`src/logic/updpw_pkg.sv`:
```
// Package for the up/down PWM output unit: register map, fields, codes.
// Assumes a 32-bit plain register port with byte addresses.
package updpw_pkg;
	// Register byte addresses
	localparam logic [7:0] ADDR_CTRL   = 8'h00;
	localparam logic [7:0] ADDR_PERIOD = 8'h04;
	localparam logic [7:0] ADDR_COUNT  = 8'h08;
	localparam logic [7:0] ADDR_FLAGS  = 8'h0c;
	localparam logic [7:0] ADDR_VECTOR = 8'h10;
	localparam logic [7:0] ADDR_CHMODE = 8'h14;
	localparam logic [7:0] ADDR_CMP1   = 8'h20;
	// Control fields
	localparam int CTRL_MODE_LSB = 0;
	localparam int CTRL_DIV_LSB  = 2;
	localparam int CTRL_CLR_BIT  = 4;
	// Flag positions
	localparam int FLAG_PERIOD = 0;
	localparam int FLAG_CH1    = 1;
	localparam int FLAG_OVF    = 5;
	localparam int NUM_CH      = 4;
	localparam int FLAG_W      = 6;
	// Vector code step and reset values
	localparam logic [3:0] VEC_STEP    = 4'h2;
	localparam logic [15:0] PERIOD_RST = 16'hfffe;
	localparam logic [15:0] CMP_RST    = 16'h0000;
	// Counting modes
	typedef enum logic [1:0] {
		CNT_STOP   = 2'h0,
		CNT_UP     = 2'h1,
		CNT_UPDOWN = 2'h2,
		CNT_RSVD   = 2'h3
	} updpw_cnt_t;
	// Output modes
	typedef enum logic [2:0] {
		OM_BIT = 3'h0, OM_SET = 3'h1, OM_TGLRST = 3'h2, OM_SETRST = 3'h3,
		OM_TGL = 3'h4, OM_RST = 3'h5, OM_TGLSET = 3'h6, OM_RSTSET = 3'h7
	} updpw_om_t;
	// Per-channel configuration carried together
	typedef struct packed {
		logic      outVal;
		updpw_om_t mode;
	} updpw_chcfg_t;
	// Counting direction, one-hot
	typedef enum logic [1:0] {
		DIR_UP   = 2'b01,
		DIR_DOWN = 2'b10
	} updpw_dir_t;
endpackage

```
`src/logic/updpw_unit.sv`:
```
// Up/down PWM output unit: prescaler, counter, period and channel compares,
// output units, match flags and an interrupt vector register.
// Assumes a master on the same clock that never waits; read data one cycle later.
`timescale 1ns/1ps
`default_nettype none
module updpw_unit
	import updpw_pkg::*;
#(
	parameter int CW = 16
) (
	// Clock and reset
	input  wire logic              clk,
	input  wire logic              rst_b,
	// Register port
	input  wire logic [7:0]        addr,
	input  wire logic [31:0]       wrData,
	input  wire logic              wrStb,
	input  wire logic              rdStb,
	output logic      [31:0]       rdData,
	// Channel output pins
	output logic      [NUM_CH-1:0] channel_output_pin
);
	// ----------------------------------------
	// Register state
	// ----------------------------------------
	updpw_cnt_t                cntMode, next_cntMode;
	logic [1:0]                divSel, next_divSel;
	logic [CW-1:0]             period_compare_register, next_period;
	logic [CW-1:0]             channel_compare_register [NUM_CH];
	logic [CW-1:0]             next_cmp [NUM_CH];
	updpw_chcfg_t [NUM_CH-1:0] chCfg, next_chCfg;
	logic [FLAG_W-1:0]         flags, next_flags;
	logic [31:0]               next_rdData;
	logic                      clrReq;
	// Timer state
	logic [2:0]                preCnt, next_preCnt;
	logic [CW-1:0]             count, next_count;
	updpw_dir_t                dir, next_dir;
	logic [NUM_CH-1:0]         next_out;
	// Events of this cycle
	logic                      tick;
	logic                      period_match_flag;
	logic                      counter_overflow_flag;
	logic [NUM_CH-1:0]         channel_equal_signal;
	logic [FLAG_W-1:0]         evSet;
	logic [3:0]                vecCode;
	logic [FLAG_W-1:0]         vecClr;

	// Highest pending vector source: channels first, overflow last
	function automatic logic [3:0] vec_of(input logic [FLAG_W-1:0] f);
		logic [3:0] v;
		v = 4'h0;
		for (int i = FLAG_OVF; i >= FLAG_CH1; i--) begin
			if (f[i]) begin
				v = VEC_STEP * 4'(i);
			end
		end
		return v;
	endfunction

	// ----------------------------------------
	// Prescaler and counter
	// ----------------------------------------
	// Tick once every 1, 2, 4 or 8 input clocks
	assign tick = (cntMode inside {CNT_UP, CNT_UPDOWN}) &&
	              (preCnt == 3'((4'h1 << divSel) - 4'h1));
	// Period match as the counter reaches the period value
	assign period_match_flag = tick && (count == period_compare_register);
	// Overflow at wrap in up mode, at the bottom turn in up/down
	assign counter_overflow_flag = tick && ((cntMode == CNT_UP) ?
	       (count >= period_compare_register) : (dir == DIR_DOWN && count == '0));
	always_comb begin
		for (int i = 0; i < NUM_CH; i++) begin
			channel_equal_signal[i] = tick && (count == channel_compare_register[i]);
		end
	end

	// Counter next state; clear restarts everything at zero going up
	always_comb begin
		next_preCnt = tick ? 3'h0 : preCnt + 3'h1;
		next_count  = count;
		next_dir    = dir;
		if (cntMode == CNT_STOP || cntMode == CNT_RSVD) begin
			next_preCnt = 3'h0;
		end
		if (tick && cntMode == CNT_UP) begin
			// Up: period value plus one timer clocks
			next_count = (count >= period_compare_register) ? '0 : count + 1'b1;
			next_dir   = DIR_UP;
		end else if (tick) begin
			// Up to period, down to zero, two times period long
			if (period_compare_register == '0) begin
				next_count = '0;
			end else if (dir == DIR_UP && count >= period_compare_register) begin
				next_dir   = DIR_DOWN;
				next_count = count - 1'b1;
			end else if (dir == DIR_DOWN && count == '0) begin
				next_dir   = DIR_UP;
				next_count = count + 1'b1;
			end else begin
				next_count = (dir == DIR_UP) ? count + 1'b1 : count - 1'b1;
			end
		end
		if (clrReq) begin
			next_preCnt = 3'h0;
			next_count  = '0;
			next_dir    = DIR_UP;
		end
	end

	// ----------------------------------------
	// Output units
	// ----------------------------------------
	// Compare above period never matches, so outputs then change only at period match
	always_comb begin
		for (int i = 0; i < NUM_CH; i++) begin
			next_out[i] = channel_output_pin[i];
			unique case (chCfg[i].mode)
				OM_BIT:    next_out[i] = chCfg[i].outVal;
				OM_SET:    next_out[i] = 1'b1;
				OM_RST:    next_out[i] = 1'b0;
				// Toggle at match, reset at period
				OM_TGLRST: begin
					if (period_match_flag) next_out[i] = 1'b0;
					else if (channel_equal_signal[i]) next_out[i] = ~channel_output_pin[i];
				end
				// Toggle at match, set at period
				OM_TGLSET: begin
					if (period_match_flag) next_out[i] = 1'b1;
					else if (channel_equal_signal[i]) next_out[i] = ~channel_output_pin[i];
				end
				// Kept for up mode; software avoids these in up/down
				OM_SETRST: begin
					if (period_match_flag) next_out[i] = 1'b0;
					else if (channel_equal_signal[i]) next_out[i] = 1'b1;
				end
				OM_RSTSET: begin
					if (period_match_flag) next_out[i] = 1'b1;
					else if (channel_equal_signal[i]) next_out[i] = 1'b0;
				end
				OM_TGL: begin
					if (channel_equal_signal[i]) next_out[i] = ~channel_output_pin[i];
				end
			endcase
		end
	end

	always_ff @(posedge clk or negedge rst_b) begin
		if (!rst_b) begin
			preCnt             <= 3'h0;
			count              <= '0;
			dir                <= DIR_UP;
			channel_output_pin <= '0;
		end else begin
			preCnt             <= next_preCnt;
			count              <= next_count;
			dir                <= next_dir;
			channel_output_pin <= next_out;
		end
	end

	// ----------------------------------------
	// Registers, flags and vector
	// ----------------------------------------
	// Each compare match sets its flag; up/down meets it twice a period, once at zero or the period value
	assign evSet = {counter_overflow_flag, channel_equal_signal, period_match_flag};
	// Reading the vector returns and clears the top source
	assign vecCode = vec_of(flags);
	assign clrReq  = wrStb && addr == ADDR_CTRL && wrData[CTRL_CLR_BIT];
	always_comb begin
		vecClr = '0;
		if (rdStb && addr == ADDR_VECTOR && vecCode != 4'h0) begin
			vecClr[vecCode[3:1]] = 1'b1;
		end
	end

	always_comb begin
		next_cntMode = cntMode;
		next_divSel  = divSel;
		next_period  = period_compare_register;
		next_chCfg   = chCfg;
		for (int i = 0; i < NUM_CH; i++) begin
			next_cmp[i] = channel_compare_register[i];
		end
		next_flags = flags & ~vecClr;
		if (wrStb) begin
			if (addr == ADDR_CTRL) begin
				next_cntMode = updpw_cnt_t'(wrData[CTRL_MODE_LSB +: 2]);
				next_divSel  = wrData[CTRL_DIV_LSB +: 2];
			end
			if (addr == ADDR_PERIOD) next_period = wrData[CW-1:0];
			if (addr == ADDR_CHMODE) next_chCfg = wrData[4*NUM_CH-1:0];
			if (addr == ADDR_FLAGS) next_flags = next_flags & ~wrData[FLAG_W-1:0];
			for (int i = 0; i < NUM_CH; i++) begin
				if (addr == ADDR_CMP1 + 8'(4 * i)) next_cmp[i] = wrData[CW-1:0];
			end
		end
		// Set wins over any clear in the same cycle
		next_flags = next_flags | evSet;
		next_rdData = 32'h0;
		if (rdStb) begin
			unique case (addr)
				ADDR_CTRL:   next_rdData = {27'h0, 1'b0, divSel, cntMode};
				ADDR_PERIOD: next_rdData = 32'(period_compare_register);
				ADDR_COUNT:  next_rdData = 32'(count);
				ADDR_FLAGS:  next_rdData = 32'(flags);
				ADDR_VECTOR: next_rdData = 32'(vecCode);
				ADDR_CHMODE: next_rdData = 32'(chCfg);
				default: begin
					for (int i = 0; i < NUM_CH; i++) begin
						if (addr == ADDR_CMP1 + 8'(4 * i)) begin
							next_rdData = 32'(channel_compare_register[i]);
						end
					end
				end
			endcase
		end
	end

	always_ff @(posedge clk or negedge rst_b) begin
		if (!rst_b) begin
			cntMode                 <= CNT_STOP;
			divSel                  <= 2'h0;
			period_compare_register <= CW'(PERIOD_RST);
			chCfg                   <= '0;
			flags                   <= '0;
			rdData                  <= 32'h0;
			for (int i = 0; i < NUM_CH; i++) channel_compare_register[i] <= CW'(CMP_RST);
		end else begin
			cntMode                 <= next_cntMode;
			divSel                  <= next_divSel;
			period_compare_register <= next_period;
			chCfg                   <= next_chCfg;
			flags                   <= next_flags;
			rdData                  <= next_rdData;
			for (int i = 0; i < NUM_CH; i++) channel_compare_register[i] <= next_cmp[i];
		end
	end
endmodule
`default_nettype wire

```
`config.mk`:
```
export PLATFORM = sky130hd
export DESIGN_NAME = updpw_unit
export DESIGN_NICKNAME = d
export VERILOG_FILES = /design/src/logic/updpw_pkg.sv /design/src/logic/updpw_unit.sv
export SDC_FILE = /design/constraint.sdc
export NUM_CORES = 1
export LEC_CHECK = 0
export ABC_AREA = 1
export BUFFER_PORTS_ARGS = -buffer_cell sky130_fd_sc_hd__buf_2
export CAP_MARGIN = 20
export CORE_MARGIN = 5
export CORE_UTILIZATION = 50
export DETAILED_ROUTE_END_ITERATION = 8
export PLACE_DENSITY = 0.73
export SLEW_MARGIN = 10
export SYNTH_ARGS = -nofsm -noshare
export SYNTH_HDL_FRONTEND = slang
export SYNTH_SLANG_ARGS = --single-unit
```
`constraint.sdc`:
```
create_clock -name clk -period 2.7 [get_ports clk]
set_input_delay 0.135 -clock clk [delete_from_list [all_inputs] [get_ports clk]]
set_output_delay 0.135 -clock clk [all_outputs]
set_load 0.02 [all_outputs]
```
== Word-level counts from Yosys, hierarchy flattened ==
Index checks and enable logic that the tools add are counted.
Storage, ports and cells
  register bits: 163
  bits in latches: 0
  bits in writable memories: 0
  memory bits (read-only): 0
  input port bits: 44
  output and inout port bits: 36
  logic and storage cells: 204
  memories: 0
Operators by class
  $add $sub $neg: 4
  multipliers: 0
  div/mod/pow operators: 0
  $lt $le $gt $ge: 3
  equality and inequality tests: 57
  shifts and indexed selects: 1
  mux-type cells: 66
  bitwise gates (word level): 9
  reduce and logical (&&, ||, !) cells: 40
Operator list (count)
  32-bit one-hot mux with 6 select lines: 1
  16-bit two-way mux: 9
  32-bit two-way mux: 4
  16-bit == test: 5
  3-bit == test (second input constant): 16
  8-bit by 6-bit == test with 1-bit output (second input constant): 4
  16-bit logical NOT: 2
  1-bit one-hot mux with 8 select lines: 4
  1-bit two-way mux: 30
  3-bit inequality test (second input constant): 9
  3-bit by 2-bit == test with 1-bit output (second input constant): 8
  2-bit AND reduction: 11
  4-bit two-way mux: 5
  6-bit two-way mux: 3
  16-bit by 1-bit adder with 16-bit output (second input constant): 1
  8-bit by 4-bit == test with 1-bit output (second input constant): 2
  8-bit by 5-bit == test with 1-bit output (second input constant): 2
  16-bit >= comparator: 1
  16-bit by 1-bit subtractor with 16-bit output (second input constant): 1
  1-bit logical AND: 15
  6-bit bitwise AND: 2
  3-bit by 1-bit == test with 1-bit output (second input constant): 4
  3-bit logical NOT: 4
  2-bit two-way mux: 6
  other kinds (21): 31

== Longest topological paths before layout ==
  depth after elaboration: 16
  gate-level depth with buffers: 18
  mapped depth without buffers: 17

== Worst setup path before layout ==
No wires, ideal clock.
  kind: flip-flop to flip-flop
  start point: register period_compare_register[15]
  end point: register count[10]
  library setup time: 117 ps
  arrival time: 1966 ps
  required time: 2583 ps
  path slack: 616 ps
  stages on the path, launching flop included: 15
  clock period less this slack: 2084 ps
  cells stage by stage: dfstp_2 -> inv_1 -> ha_1 -> a21o_1 -> nor2_1 -> o21ai_1 -> nor2_1 -> nand2_2 -> nand2_2 -> nand2_2 -> nand2_1 -> buf_2 -> nand2_1 -> nand3_1 -> nand2_1
Between the ends
  cells in the longest elaborated chain, start to end: 7
  elaborated cells between the ends (all ways): 9
  classes of those cells: order compare (1); mux (6); reduce/logical (2)
Ends and longest elaborated chain
  start, declared: line updpw_unit.sv:28  | logic [CW-1:0] period_compare_register, next_period;
  start signal, assigned: line updpw_unit.sv:224  | period_compare_register <= CW'(PERIOD_RST);
  start signal, assigned: line updpw_unit.sv:232  | period_compare_register <= next_period;
  16-bit >= comparator: line updpw_unit.sv:88, updpw_unit.sv:94
  1-bit logical AND: line updpw_unit.sv:94  | end else if (dir == DIR_UP && count >= period_compare_register) begin
  16-bit two-way mux: line updpw_unit.sv:94
  16-bit two-way mux: line updpw_unit.sv:92  | if (period_compare_register == '0) begin
  16-bit two-way mux: line updpw_unit.sv:90  | end else if (tick) begin
  16-bit two-way mux (*): line updpw_unit.sv:86  | if (tick && cntMode == CNT_UP) begin
  16-bit two-way mux (*): line updpw_unit.sv:104  | if (clrReq) begin
  end signal, assigned: line updpw_unit.sv:156  | count <= next_count;
  end, declared: line updpw_unit.sv:37  | logic [CW-1:0] count, next_count;
Every way passes the cells marked *; elsewhere a longest branch is shown, timed or not. The select of a mux whose other input is x is not followed.
A chain may end at the register's enable or synchronous reset.

== Final worst setup path ==
  start point: register period_compare_register[15]
  end point: register count[11]
Same word-level chain as after synthesis.

==> impl_metrics.toml <==
[synth]
synth_ff_type = "dfrtp_1"
yosys_warnings = 0
synth-async-reset-ratio = 1.00
synth_seq_cells = 147
synth_enable_flop_cells = 0
synth_cell_types = 40
syn_inst = 1299
synth-seq-area-share = 0.394
syn_area_um2 = 9380
syn_area_per_cell_um2 = 7.22

[clock_network]
path_clk_slew_ns = 0.06
cts_resized = 0
clkLatencyLatePin_ns = 0.43
cts_buffer_depth = 2
cts_buffers = 17
post_cts_buffers = 0
clockRootBuffer = "clkbuf_16"
cts.sinks = 147
htreeDepth = 4
cts_tree = "yes"

[die]
die_width_um = 147
fp.dieH_um = 147
ios = 80
core_um2 = 18600
initial_utilization = 0.505
rows = 50
dieArea_um2 = 21600

[min_path]
hold_start = "wrData[14]"
min_path_type = "in -> reg"

[place]
port_buffers = 47
dp_hpwl_um = 20000
place_congestion = 0.985
placed_area_um2 = 9900

[finish]
design_area_um2 = 10500
area_growth_pct = 12.1
final_nets = 1419
drive_above_1_share = 0.120
antennaDiodeCount = 0
nFillCells = 1752
post-route-util = 0.566

[route]
viasPerCell = 5.51
vias = 8818
ant_nets = 0
drcViolationCount = 0
drt_first_pass_iters = 5
routedWlPerCell_um = 16.9
drt_wl_total_um = 27000
drt-initial-drc-count = 743

[critical_path]
r2r_start = "period_compare_register[15]"
ff2ff_setup_slack_ns = 0.32
critPathRequiredTime_ns = 3.01
worstSetupStartpointType = "register"
crit_buf_inv = 1
worstSetupPathType = "reg -> reg"
crit_fanout = 11
crit_slowest_cell = "dfstp_2"
arrival_ns = 2.69
crit_family = "simple AND/OR/NAND/NOR gates"
timing.critical_path.from = "period_compare_register[15]"
critPathMaxStageDelay_ns = 0.54
worst_setup_path_end_kind = "register"
crit_path_cell_trace = "inv_1 > ha_1 > a21o_1 > nor2_1 > o21ai_1 > nor2_1 > nand2_2 > nand2_2 > nand2_2 > nand2_1 > nand2_1 > nand3_1 > nand2_1"

[grt]
gr-total-overflow = 0
grt_pass1_wl_um = 44000
grt.total_usage = 0.255
antenna_found_initial = 0
grt_pass1_vias = 8381
grt_max_degree = 68

[power]
power_density_nw_per_um2 = 807
max-vdd-ir-drop_uv = 458
power.leakage_nw = 5.25
power_mw = 8.49

[sta]
finalSetupViolations = 0
tns_ns = 0
skew_ns = 0.00932
fin_hold_ws_ns = 0.0744
worstMarginPinSlew_ns = 0.899
hold_violations = 0
fin_crit_ns = 2.38
max_freq_mhz = 420
timing.final.crit_share = 0.882
grt_setup_unrepaired = "false"
slew_violations = 0
worst_slew_margin_rel = 0.399

[run_status]
status = "completed"

[run]
maxCapViolations = 0
[sequential cells by signal, indices dropped and copies added, names as in the netlist]
register	count
chCfg	16
channel_compare_register	64
channel_output_pin	4
cntMode	2
count	16
dir	2
divSel	2
flags	6
period_compare_register	16
preCnt	3
rdData	16
[timing repair]
| item | CTS | global route |
|---|---|---|
| endpoints found under the setup margin | 0 | 0 |
| endpoints found under the hold margin | 48 | 0 |
| hold buffers | 1 | 0 |
[kinds of logic after synthesis]
kind of cell               Yosys count  share of synthesized area
xor gates and xnor gates            82                     0.0773
AOI/OAI and AO/OA                  193                      0.113
adders and majority gates           21                     0.0280
and+or+nand+nor                    677                      0.303
DFF                                147                      0.394
other                                1                   0.000400
buffers and inverters              178                     0.0843
[worst register-to-register path: stages, from the launching register on]
cell and delay (ns):
dfstp_2 0.54, inv_1 0.07, ha_1 0.31, a21o_1 0.18, nor2_1 0.10, o21ai_1 0.07
nor2_1 0.11, nand2_2 0.09, nand2_2 0.15, nand2_2 0.08, nand2_1 0.32, nand2_1 0.11
nand3_1 0.10, nand2_1 0.06
[worst paths after layout]
check,end,depth (start not counted)
min in group asynchronous,count[5],2
setup reg to reg,count[11],13
hold reg to reg,dir[0],2
hold / removal,channel_compare_register[46],3
setup / recovery,count[11],13
max in group asynchronous,channel_compare_register[1],3
[cell usage in the layout, fill, tap and decap left out, drive strengths merged, types with 18 or more instances in the layout]
| cell type | count |
|---|---|
| nand2 | 415 |
| nand3 | 88 |
| dfrtp | 131 |
| ha | 21 |
| xnor2 | 33 |
| buf | 87 |
| inv | 113 |
| clkbuf | 18 |
| nand4 | 20 |
| xor2 | 49 |
| o21ai | 129 |
| a21oi | 25 |
| nor2 | 129 |
[power breakdown]
part,internal (mW),switching (mW),total [mW]
clock,1.47,1.02,2.49
combinational,1.22,2.20,3.42
sequential,2.40,0.191,2.59
[routing by layer]
layer / part of all wire / GRT usage
met5: 0 / 0
met4: 0.030 / 0.0918
met3: 0.068 / 0.0367
met2: 0.46 / 0.413
met1: 0.44 / 0.351
[cells in the mapped netlist (all sizes together), types with 4 or more instances]
library cell    n  area [µm²]
clkbuf         17        63.8
ha             21         263
dfrtp         131        3280
inv           110         413
nor3           14        92.6
buf            50         310
a211oi         10        75.1
nor2          129         509
o21ai         129         646
o211ai          6        45.0
o22ai          11        68.8
xor2           49         429
nand2         415        1580
dfstp          16         420
nand3          88         460
nor4            7        43.8
xnor2          33         297
a21oi          25         125
nand4          20         125
nand3b          4        30.0
[layout make-up]
cell class                      instances  area [µm²]  area share
Multi-Input combinational cell        989        4950       0.471
Sequential cell                       147        3700       0.352
Timing Repair Buffer                   88         552      0.0525
Clock buffer                           18         429      0.0408
Inverter                              111         417      0.0396
Tap cell                              234         293      0.0278
Clock inverter                         14         179      0.0170
[through the flow]
step | instances | setup slack [ns]
detailed placement | 1568 | 0.339
CTS | 1601 | 0.319
finish | 1601 | 0.319
global placement | 1568 | 0.382
floorplan | 1314 | 0.616
global route | 1601 | 0.105
No activity file was read; power rests on OpenSTA's default activity.
